`src/mmssp_pkg.sv`:
```
// Shared constants for the module-side management serial select port.
package mmssp_pkg;
    // Reference clock rate in MHz.
    localparam int CLK_MHZ = 125;
    // Longest clock hold-off in microseconds.
    localparam int STRETCH_MAX_US = 500;
    // Longest internal write completion in milliseconds.
    localparam int WRITE_TIME_MS = 40;
    // Longest bus release after deselect in milliseconds.
    localparam int DESELECT_ABORT_MS = 2;
    localparam int US_PER_MS = 1000;
    // Bytes accepted by one write sequence.
    localparam int PAGE_BYTES = 4;
    localparam int PAGE_IDX_W = 2;
    localparam logic [2:0] PAGE_FULL = 3'h4;
    localparam int ADDR_W = 8;
    localparam int DATA_W = 8;
    localparam logic [3:0] BYTE_BITS = 4'h8;
    localparam logic [3:0] MSB_IDX = 4'h7;
    localparam logic [6:0] DEF_DEV_ADDR = 7'h50;
    // Locations that advertise alternate select setup and hold times.
    localparam logic [7:0] ADV_SETUP_ADDR = 8'hfe;
    localparam logic [7:0] ADV_HOLD_ADDR = 8'hff;
    localparam logic [7:0] DEF_ALT_SETUP = 8'h02;
    localparam logic [7:0] DEF_ALT_HOLD = 8'h02;

    typedef enum logic [3:0] {
        ST_IDLE = 4'h0,
        ST_ADDR = 4'h1,
        ST_ADDR_ACK = 4'h2,
        ST_HOLD = 4'h3,
        ST_PTR = 4'h4,
        ST_WDATA = 4'h5,
        ST_WACK = 4'h6,
        ST_RDATA = 4'h7,
        ST_RACK = 4'h8
    } mmssp_state_e;
endpackage

```
`src/mmssp_mem.sv`:
```
// Management byte store with a registered read port.
`timescale 1ns/10ps
module mmssp_mem #(
    parameter int AW = 8,
    parameter int DW = 8
) (
    input wire logic clk_i,
    input wire logic we_i,
    input wire logic [AW-1:0] waddr_i,
    input wire logic [DW-1:0] wdata_i,
    input wire logic [AW-1:0] raddr_i,
    output logic [DW-1:0] rdata_o
);
    logic [DW-1:0] mem_r [0:(1<<AW)-1];

    always_ff @(posedge clk_i) begin
        if (we_i) begin
            mem_r[waddr_i] <= wdata_i;
        end
        rdata_o <= mem_r[raddr_i];
    end
endmodule // mmssp_mem

```
`src/mmssp_port.sv`:
```
// Module-side two-wire management port gated by the module select line.
// Rules for this block and for the host that drives it
// [RULE_01] Host leaves bus idle between sequences.
// [RULE_02] Clock held low at most the hold-off limit.
// [RULE_03] Writes of up to four bytes complete promptly.
// [RULE_04] Deselect abandons sequence and releases both lines.
// [RULE_05] Host selects module before starting a sequence.
// [RULE_06] Host keeps select steady after a sequence.
// [RULE_07] Multi-bit fields travel most significant bit first.
// [RULE_08] Alternate select setup and hold times are readable.
// [RULE_09] Only respond while selected; otherwise lines released.
`timescale 1ns/10ps
module mmssp_port import mmssp_pkg::*; #(
    parameter logic [6:0] DEV_ADDR = mmssp_pkg::DEF_DEV_ADDR,
    parameter logic [7:0] ALT_SETUP_CODE = mmssp_pkg::DEF_ALT_SETUP,
    parameter logic [7:0] ALT_HOLD_CODE = mmssp_pkg::DEF_ALT_HOLD,
    parameter int STRETCH_CYC = mmssp_pkg::STRETCH_MAX_US * mmssp_pkg::CLK_MHZ,
    parameter int WRITE_CYC = mmssp_pkg::WRITE_TIME_MS * mmssp_pkg::US_PER_MS
        * mmssp_pkg::CLK_MHZ,
    parameter int ABORT_CYC = mmssp_pkg::DESELECT_ABORT_MS * mmssp_pkg::US_PER_MS
        * mmssp_pkg::CLK_MHZ
) (
    input wire logic REF_CLK_I,
    input wire logic RST_I,
    input wire logic MODULE_SELECT_N_I,
    input wire logic SCL_I,
    output logic SCL_O,
    output logic SCL_OE_N_O,
    input wire logic SDA_I,
    output logic SDA_O,
    output logic SDA_OE_N_O,
    output logic WRITE_BUSY_O
);
    import mmssp_pkg::*;

    logic scl_s1_r, scl_s2_r, scl_d_r;
    logic sda_s1_r, sda_s2_r, sda_d_r;
    logic sel_s1_r, sel_s2_r;
    mmssp_state_e state_r;
    logic [3:0] bit_cnt_r;
    logic [7:0] shift_r;
    logic [7:0] ptr_r;
    logic rw_r, rd_ack_r;
    logic scl_oe_n_r, sda_oe_n_r;
    logic [7:0] wbuf_r [0:PAGE_BYTES-1];
    logic [2:0] wcnt_r, ccount_r, cidx_r;
    logic [7:0] wbase_r;
    logic busy_r;
    logic [31:0] stretch_cnt_r, wr_cnt_r, abort_cnt_r;
    logic [7:0] mem_rdata;
    logic selected, scl_rise, scl_fall, start_det, stop_det;
    logic byte_done, commit_go, stretch_lim, go_on, load_rd, wr_store;
    logic [7:0] rd_byte;

    // Advertised timing codes override the byte store at their locations.
    function automatic logic [7:0] adv_lookup(input logic [7:0] a, input logic [7:0] d);
        if (a == ADV_SETUP_ADDR) begin
            return ALT_SETUP_CODE;
        end else if (a == ADV_HOLD_ADDR) begin
            return ALT_HOLD_CODE;
        end
        return d;
    endfunction

    always_ff @(posedge REF_CLK_I or posedge RST_I) begin
        if (RST_I) begin
            scl_s1_r <= 1'b1;
            scl_s2_r <= 1'b1;
            scl_d_r <= 1'b1;
            sda_s1_r <= 1'b1;
            sda_s2_r <= 1'b1;
            sda_d_r <= 1'b1;
            sel_s1_r <= 1'b1;
            sel_s2_r <= 1'b1;
        end else begin
            scl_s1_r <= SCL_I;
            scl_s2_r <= scl_s1_r;
            scl_d_r <= scl_s2_r;
            sda_s1_r <= SDA_I;
            sda_s2_r <= sda_s1_r;
            sda_d_r <= sda_s2_r;
            sel_s1_r <= MODULE_SELECT_N_I;
            sel_s2_r <= sel_s1_r;
        end
    end

    always_comb begin
        selected = ~sel_s2_r;
        scl_rise = scl_s2_r & ~scl_d_r;
        scl_fall = ~scl_s2_r & scl_d_r;
        start_det = scl_s2_r & scl_d_r & sda_d_r & ~sda_s2_r;
        stop_det = scl_s2_r & scl_d_r & ~sda_d_r & sda_s2_r;
        byte_done = scl_fall && (bit_cnt_r == BYTE_BITS);
        commit_go = selected && (start_det || stop_det) && (wcnt_r != 3'h0) && !busy_r;
        stretch_lim = (stretch_cnt_r >= 32'(STRETCH_CYC - 1));
        go_on = ((state_r == ST_ADDR_ACK) && scl_fall && !busy_r)
            || ((state_r == ST_HOLD) && (!busy_r || stretch_lim));
        load_rd = (go_on && rw_r) || ((state_r == ST_RACK) && scl_fall && rd_ack_r);
        wr_store = (state_r == ST_WDATA) && byte_done && (wcnt_r < PAGE_FULL);
        rd_byte = adv_lookup(ptr_r, mem_rdata); // RULE_08
    end

    // Sequence control and open-drain drive of both lines.
    always_ff @(posedge REF_CLK_I or posedge RST_I) begin
        if (RST_I) begin
            state_r <= ST_IDLE;
            bit_cnt_r <= 4'h0;
            shift_r <= 8'h00;
            ptr_r <= 8'h00;
            rw_r <= 1'b0;
            rd_ack_r <= 1'b0;
            scl_oe_n_r <= 1'b1;
            sda_oe_n_r <= 1'b1;
        end else if (!selected) begin
            state_r <= ST_IDLE; // RULE_04 RULE_09
            scl_oe_n_r <= 1'b1;
            sda_oe_n_r <= 1'b1;
        end else if (start_det) begin
            state_r <= ST_ADDR;
            bit_cnt_r <= 4'h0;
            sda_oe_n_r <= 1'b1;
            scl_oe_n_r <= 1'b1;
            if (commit_go) begin
                ptr_r <= 8'(wbase_r + {5'h00, wcnt_r});
            end
        end else if (stop_det) begin
            state_r <= ST_IDLE;
            sda_oe_n_r <= 1'b1;
            scl_oe_n_r <= 1'b1;
            if (commit_go) begin
                ptr_r <= 8'(wbase_r + {5'h00, wcnt_r});
            end
        end else if (load_rd) begin
            shift_r <= rd_byte;
            sda_oe_n_r <= rd_byte[7]; // RULE_07
            ptr_r <= 8'(ptr_r + 8'h01);
            bit_cnt_r <= 4'h0;
            scl_oe_n_r <= 1'b1;
            state_r <= ST_RDATA;
        end else begin
            unique case (state_r)
                ST_IDLE: begin
                    sda_oe_n_r <= 1'b1;
                end
                ST_ADDR, ST_PTR, ST_WDATA: begin
                    if (scl_rise && bit_cnt_r < BYTE_BITS) begin
                        shift_r <= {shift_r[6:0], sda_s2_r}; // RULE_07
                        bit_cnt_r <= 4'(bit_cnt_r + 4'h1);
                    end else if (byte_done) begin
                        bit_cnt_r <= 4'h0;
                        if (state_r == ST_ADDR) begin
                            if (shift_r[7:1] == DEV_ADDR) begin
                                rw_r <= shift_r[0];
                                sda_oe_n_r <= 1'b0;
                                state_r <= ST_ADDR_ACK;
                            end else begin
                                state_r <= ST_IDLE;
                            end
                        end else if (state_r == ST_PTR) begin
                            ptr_r <= shift_r;
                            sda_oe_n_r <= 1'b0;
                            state_r <= ST_WACK;
                        end else if (wr_store) begin
                            sda_oe_n_r <= 1'b0;
                            state_r <= ST_WACK;
                        end else begin
                            state_r <= ST_IDLE;
                        end
                    end
                end
                ST_ADDR_ACK: begin
                    if (scl_fall) begin
                        sda_oe_n_r <= 1'b1;
                        if (busy_r) begin
                            scl_oe_n_r <= 1'b0; // RULE_02
                            state_r <= ST_HOLD;
                        end else begin
                            state_r <= ST_PTR;
                        end
                    end
                end
                ST_HOLD: begin
                    if (go_on) begin
                        scl_oe_n_r <= 1'b1; // RULE_02
                        state_r <= ST_PTR;
                    end
                end
                ST_WACK: begin
                    if (scl_fall) begin
                        sda_oe_n_r <= 1'b1;
                        state_r <= ST_WDATA;
                    end
                end
                ST_RDATA: begin
                    if (scl_fall) begin
                        if (bit_cnt_r < MSB_IDX) begin
                            shift_r <= {shift_r[6:0], 1'b1};
                            sda_oe_n_r <= shift_r[6]; // RULE_07
                            bit_cnt_r <= 4'(bit_cnt_r + 4'h1);
                        end else begin
                            sda_oe_n_r <= 1'b1;
                            state_r <= ST_RACK;
                        end
                    end
                end
                ST_RACK: begin
                    if (scl_rise) begin
                        rd_ack_r <= ~sda_s2_r;
                    end else if (scl_fall) begin
                        state_r <= ST_IDLE;
                    end
                end
                default: begin
                    state_r <= ST_IDLE;
                end
            endcase
        end
    end

    // Page buffer and its commit into the byte store.
    always_ff @(posedge REF_CLK_I or posedge RST_I) begin
        if (RST_I) begin
            wcnt_r <= 3'h0;
            wbase_r <= 8'h00;
            ccount_r <= 3'h0;
            cidx_r <= 3'h0;
            busy_r <= 1'b0;
            for (int i = 0; i < PAGE_BYTES; i++) begin
                wbuf_r[i] <= 8'h00;
            end
        end else begin
            if (commit_go) begin
                busy_r <= 1'b1; // RULE_03
                ccount_r <= wcnt_r;
                cidx_r <= 3'h0;
                wcnt_r <= 3'h0;
            end else if (busy_r) begin
                cidx_r <= 3'(cidx_r + 3'h1);
                if (3'(cidx_r + 3'h1) == ccount_r) begin
                    busy_r <= 1'b0; // RULE_03
                end
            end
            if (!selected) begin
                wcnt_r <= 3'h0; // RULE_04
            end else if ((state_r == ST_PTR) && byte_done) begin
                wbase_r <= shift_r;
                wcnt_r <= 3'h0;
            end else if (wr_store) begin
                wbuf_r[wcnt_r[PAGE_IDX_W-1:0]] <= shift_r;
                wcnt_r <= 3'(wcnt_r + 3'h1);
            end
        end
    end

    // Hold-off, write and abort timers.
    always_ff @(posedge REF_CLK_I or posedge RST_I) begin
        if (RST_I) begin
            stretch_cnt_r <= 32'h0;
            wr_cnt_r <= 32'h0;
            abort_cnt_r <= 32'h0;
        end else begin
            stretch_cnt_r <= (state_r == ST_HOLD) ? 32'(stretch_cnt_r + 32'h1) : 32'h0;
            wr_cnt_r <= busy_r ? 32'(wr_cnt_r + 32'h1) : 32'h0;
            abort_cnt_r <= (!selected && !(scl_oe_n_r && sda_oe_n_r))
                ? 32'(abort_cnt_r + 32'h1) : 32'h0;
        end
    end

    always_ff @(posedge REF_CLK_I or posedge RST_I) begin
        if (RST_I) begin
            SCL_O <= 1'b0;
            SDA_O <= 1'b0;
            SCL_OE_N_O <= 1'b1;
            SDA_OE_N_O <= 1'b1;
            WRITE_BUSY_O <= 1'b0;
        end else begin
            SCL_O <= 1'b0;
            SDA_O <= 1'b0;
            SCL_OE_N_O <= scl_oe_n_r;
            SDA_OE_N_O <= sda_oe_n_r;
            WRITE_BUSY_O <= busy_r;
        end
    end

    mmssp_mem #(.AW(ADDR_W), .DW(DATA_W)) u_mem (
        .clk_i(REF_CLK_I),
        .we_i(busy_r),
        .waddr_i(8'(wbase_r + {5'h00, cidx_r})),
        .wdata_i(wbuf_r[cidx_r[PAGE_IDX_W-1:0]]),
        .raddr_i(ptr_r),
        .rdata_o(mem_rdata)
    );
endmodule // mmssp_port

```
`config.mk`:
```
export PLATFORM = sky130hd
export DESIGN_NAME = mmssp_port
export DESIGN_NICKNAME = d
export VERILOG_FILES = /design/src/mmssp_pkg.sv /design/src/mmssp_mem.sv /design/src/mmssp_port.sv
export SDC_FILE = /design/constraint.sdc
export NUM_CORES = 2
export LEC_CHECK = 0
export ABC_CLOCK_PERIOD_IN_PS = 7450
export BUFFER_PORTS_ARGS = -buffer_cell sky130_fd_sc_hd__clkbuf_2
export CORE_MARGIN = 5
export CORE_UTILIZATION = 55
export CTS_CLUSTER_SIZE = 12
export DETAILED_ROUTE_END_ITERATION = 8
export PLACE_DENSITY = 0.7
export SLEW_MARGIN = 30
export SYNTH_ARGS = -nofsm -noshare
export SYNTH_HDL_FRONTEND = slang
export SYNTH_SLANG_ARGS = --single-unit
```
`constraint.sdc`:
```
create_clock -name REF_CLK_I -period 7.45 [get_ports REF_CLK_I]
set_clock_uncertainty 0.1 [all_clocks]
set_input_delay 0.745 -clock REF_CLK_I [delete_from_list [all_inputs] [get_ports REF_CLK_I]]
set_output_delay 0.745 -clock REF_CLK_I [all_outputs]
set_load 0.02 [all_outputs]
```
Yosys cells after proc, flatten, opt, wreduce, memory -nomap -nowiden
Memory sizes are Yosys's and may differ from the RTL's. A register that Yosys moved wholly into a read port is not among the register bits.
Cells that the tools add are included.
{"block": "totals", "mem_count": 1, "mem_bits_rw": 2048, "input_bits": 5, "register_bits": 121, "out_inout_bits": 5}
{"block": "op_classes", "eq_ne": 36, "add_sub_neg": 7, "n_lt_le_gt_ge": 7, "muxes": 86, "n_reduce_logical": 43, "bitwise_logic": 19}
{"memory": "u_mem.mem_r", "depth": 256, "width": 8, "read_ports": 1, "rd_ports_with_merged_regs": 1, "write_ports": 1, "line_no": "mmssp_mem.sv:14", "rtl": "logic [DW-1:0] mem_r [0:(1<<AW)-1];"}
{"op": "$mux W8", "count": 19}
{"op": "$mux W4", "count": 21}
{"op": "$ne A6 B6 Y1 const B", "count": 10}
{"op": "$add A32 B1 Y32 const B", "count": 1}
{"op": "$bwmux W32", "count": 1}
{"op": "$ge A32 B16 Y1 const B", "count": 1}
{"op": "$mux W32", "count": 1}
{"op": "$pmux W4 S7", "count": 1}
{"op": "$mux W1", "count": 27}
{"op": "$mux W3", "count": 9}
{"op": "$reduce_bool A4 Y1", "count": 5}
{"op": "$reduce_and A6 Y1", "count": 3}
{"op": "$add A8 B3 Y8", "count": 2}
{"op": "$bmux W8 S2", "count": 1}
{"op": "$demux W8 S2", "count": 1}
{"op": "$eq A4 B3 Y1 const B", "count": 4}
{"op": "$eq A8 B8 Y1 const B", "count": 2}
{"op": "$ne A4 B4 Y1 const B", "count": 4}
{"op": "$pmux W8 S2", "count": 1}
{"op": "$logic_and A1 B1 Y1", "count": 15}
{"op": "$reduce_and A7 Y1", "count": 2}
{"op": "$ne A5 B5 Y1 const B", "count": 2}
{"op": "$not A1 Y1", "count": 10}
{"op": "$reduce_and A10 Y1", "count": 1}
{"op": "other kinds (37)", "count": 54}

Longest topological paths before layout
{"block": "depth", "word_depth": 15, "mapped_depth": 13, "ltp_nobuf": 8}

Cells and area by module
A second synthesis with hierarchy kept.
{"block": "hier_totals", "cells_unflattened": 4347, "hier_area_um2": 86015.0}
{"mod": "mmssp_mem", "cells_each": 3733, "instances": 1, "area_per_inst_um2": 79556.3, "seq_area_each_um2": 61659.1}
{"mod": "mmssp_port", "cells_each": 614, "instances": 1, "area_per_inst_um2": 6458.7, "seq_area_each_um2": 3042.9}

Least setup slack after synthesis
No wires, ideal clock.
{"block": "synth_path", "kind": "flip-flop to flip-flop", "from": "register cidx_r[0]", "to": "memory u_mem.mem_r[0][0], data pin", "setup_slack_ns": 3.937, "arrival_ns": 2.862, "synth_period_minus_slack_ns": 3.513, "setup_ns": 0.552, "required_time_ns": 6.798, "path_stages_with_launch": 3, "n_path_buf": 1, "path_cell_list": "dfrtp_1 > clkbuf_1 > mux4_2"}
{"block": "synth_between", "elab_chain_cells": 4}
{"item": "from (decl)", "line_no": "mmssp_port.sv:46", "rtl": "logic [2:0] wcnt_r, ccount_r, cidx_r;"}
{"item": "from (signal assigned)", "line_no": "mmssp_port.sv:238", "rtl": "cidx_r <= 3'(cidx_r + 3'h1);"}
{"item": "$not A2 Y3 (not written as such)", "line_no": "mmssp_port.sv:289", "rtl": ".wdata_i(wbuf_r[cidx_r[PAGE_IDX_W-1:0]]),"}
{"item": "$bmux W8 S2", "line_no": "mmssp_port.sv:289"}
{"item": "$mux W8 (not written as such) (2 in a row)", "line_no": "mmssp_port.sv:289"}
{"item": "named net u_mem.wdata_i[0]", "line_no": "mmssp_mem.sv:10", "rtl": "input wire logic [DW-1:0] wdata_i,"}
{"item": "to (decl)", "line_no": "mmssp_mem.sv:14"}
The timed path passes the listed nets, and every way through them passes these cells. The select of a mux whose other input is x is not followed.

Worst setup path after layout
{"block": "layout_path", "from": "register cidx_r[0]", "to": "memory u_mem.mem_r[200][2] (enable)"}
{"block": "layout_between", "elab_chain_cells": 1}
{"item": "$add A8 B3 Y8", "line_no": "mmssp_port.sv:288", "rtl": ".waddr_i(8'(wbase_r + {5'h00, cidx_r})),"}
Every way passes these cells.

==> key figures <==
Clock network
  – CTS tree: built
  – H-tree depth: 4
  – Total CTS buffers: 211
  – Clock Sinks: 2177
  – Worst-Skew Late Latency: 840 ps
  – Clock Tree Root: clkbuf_16
  – Clk buf depth: 3
  – Worst-path clk slew: 60 ps
  – Post-CTS Resized: 0

Floorplan
  – Initial Utilization: 0.552
  – Core ar.: 156000 µm²
  – Top-level I/O count: 10
  – Std cell rows: 145
  – Die H: 406 µm
  – Die width: 406 µm
  – Die ar.: 164000 µm²

Power
  – Leakage power: 24.0 nW
  – Worst VDD drop: 238 µV
  – Pwr per Cell Area: 244 nW/µm²

Synth
  – Area of the mapped netlist: 86000 µm²
  – Synth cell types: 81
  – EDFF count, synth: 2048
  – Flops & latches, synth: 2177
  – Fraction of registers with async set/reset: 0.0556
  – Top_reg_cell synth: edfxtp_1
  – Yosys warns: 0
  – Post-synthesis sequential area ratio: 0.752
  – Syn Area/Cell: 19.6 µm²
  – Gate Count Post-Synth: 4387

Worst setup path
  – Startpoint type of the worst setup path: register
  – Critical Path Start: cidx_r[0]$_DFFE_PP0P_
  – Worst Path Required: 7810 ps
  – Setup Crit Path Kind: register to register
  – Worst Path Max Fanout: 16
  – CP Capture Type: register
  – Reg2Reg Launch Point: cidx_r[0]$_DFFE_PP0P_
  – Worst EP arrival: 5210 ps

Timing
  – Final setup vio count: 0
  – Worst-Margin Slew: 1080 ps
  – Tmin final: 4850 ps
  – Tcrit/Tclk final: 0.651
  – RSZ-0062 raised after global routing: no
  – Relative slew slack: 0.279
  – Slew Viols, Final: 0
  – Setup TNS: 0 ps
  – Fmax: 206 MHz
  – Final hold violation count: 0
  – Final worst slack: 2600 ps

Layout
  – P&R area growth vs syn: 10.2%
  – Most frequent cells in the layout: edfxtp_1 (2048), mux4_2 (469), nor2_1 (353), clkbuf_16 (212), mux2i_1 (189)
  – Nets: 4482
  – Share of layout cells above drive strength 1: 0.209
  – Commonest non-fill, non-tap cell in the layout: edfxtp_1

GRT
  – Total track usage: 0.273
  – Largest net degree at the start of global routing: 216
  – Grt ovf: 0
  – Number of global-route vias before repair: 43.9k
  – First-pass GRT wire length: 320000 µm
  – Initial antenna violation count: 5

Placed design
  – Port Buffers: 7
  – DP Wirelength: 130000 µm
  – RePlAce Congestion: 0.897
  – Pre-CTS setup slack: 2630 ps

Flow run
  – Max_cap viols: 0

Detailed routing
  – DR vias: 44.8k
  – Residual DRC: 0
  – DR WL/cell: 33.4 µm
  – First-pass DRT Iterations: 6
  – Routed wire length: 222000 µm
  – DRT antenna net count: 0
  – Iter 0 DRT Violations: 7004
  – Vias per cell: 6.74

Worst hold path
  – Hold Crit Class: register to register
  – Worst min-delay path startpoint: scl_s1_r$_DFF_PP1_

Run status
  – Outcome: complete, no violations
-- timing repair --
item | in CTS | in global routing
hold endpoints to repair | 46 | 0
setup buffers | 0 | 0
hold buffers | 4 | 0
setup endpoints to repair | 0 | 0
-- per-layer routing --
metal | vias up | share of wire | global-route usage
li1 | 18000 | - | -
met1 | 23300 | 0.38 | 0.401
met2 | 3109 | 0.46 | 0.409
met3 | 427 | 0.12 | 0.0631
met4 | 0 | 0.039 | 0.0959
met5 | - | 0 | 0
-- report_power, final --
part / switching (mW) / internal (mW)
Combinational: 0.0381 / 0.0320
Sequential: 0.0613 / 13.2
Clock: 4.41 / 5.43
Total: 4.51 / 18.7
-- metrics by stage --
stage | utilization | power (mW) | hold slack (ps) | instance area [µm²] | instances
after CTS | 0.608 | 23.3 | 257 | 94700 | 6644
after floorplan | - | 13.5 | 245 | 86000 | 4388
after detailed placement | 0.568 | 13.6 | 250 | 88500 | 6298
final | 0.608 | 23.2 | 253 | 94800 | 6649
after global placement | 0.567 | 13.6 | 253 | 88300 | 6293
after global routing | 0.608 | 23.8 | 256 | 94800 | 6646
-- state kept, by name, summed over array words and instances, names as in the netlist, 3 cells and up --
name           cells
bit_cnt_r          4
wbase_r            8
stretch_cnt_r     32
ptr_r              8
state_r            4
wbuf_r            32
u_mem.mem_r     2048
u_mem.rdata_o      8
shift_r            8
ccount_r           3
wcnt_r             3
cidx_r             3
-- path summary, 6_finish.rpt --
| path | to | slack [ps] | depth (start not counted) |
|---|---|---|---|
| setup / recovery | u_mem.mem_r[200][2]$_DFFE_PP_ | 2600 | 8 |
| hold / removal | scl_s2_r$_DFF_PP1_ | 250 | 0 |
| setup reg to reg | u_mem.mem_r[200][2]$_DFFE_PP_ | 2600 | 8 |
| hold reg to reg | scl_s2_r$_DFF_PP1_ | 250 | 0 |
| max in group asynchronous | ptr_r[0]$_DFFE_PP0P_ | 5660 | 4 |
| min in group asynchronous | wbuf_r[27]$_DFFE_PP0P_ | 470 | 3 |
-- kinds of logic (layout without fill, tap and decap cells) --
family	count (synthesis)	after routing	synth area share
buffers and inverters	273	473	0.0151
AOI/OAI and AO/OA	366	366	0.0289
other	1	5	0.0000436
DFF	2177	2177	0.752
adders and majority gates	18	18	0.00279
muxes	749	749	0.158
and+or+nand+nor	747	747	0.0376
xor gates and xnor gates	56	56	0.00570
-- worst max-delay path, stage by stage, from the launching register on --
cell and delay, ps:
dfrtp_1 630, ha_1 370, fa_1 430, a21oi_1 290, nand2b_1 220, xnor2_1 100
nor2_1 700, nand2_1 760, nor2_1 850
-- layout make-up --
| cell class | instances | area (µm²) |
|---|---|---|
| clock inverter | 40 | 427 |
| clock buffer | 302 | 5750 |
| antenna | 3 | 7.51 |
| sequential | 2177 | 64700 |
| multi-input combinational | 1938 | 20100 |
| tap | 2058 | 2570 |
| inverter | 26 | 110 |
| fill | 10700 | 61100 |
| timing repair buffer | 105 | 1070 |
-- synthesized netlist by cell type (all sizes together) (20+ instances only) --
library cell,count,area share
buf,139,0.0092
dfrtp,109,0.032
mux2,83,0.011
o21ai,60,0.0035
xor2,24,0.0024
o22ai,49,0.0036
nor2,357,0.016
nor2b,23,0.0017
mux4,477,0.12
inv,25,0.0011
a22oi,28,0.0025
clkbuf,108,0.0047
nor3,38,0.0022
nand3,52,0.0030
nand2,193,0.0084
xnor2,32,0.0033
a221oi,35,0.0036
a211oi,20,0.0017
mux2i,189,0.022
edfxtp,2048,0.71
a21oi,68,0.0040
No activity file was read; power rests on OpenSTA's default activity.
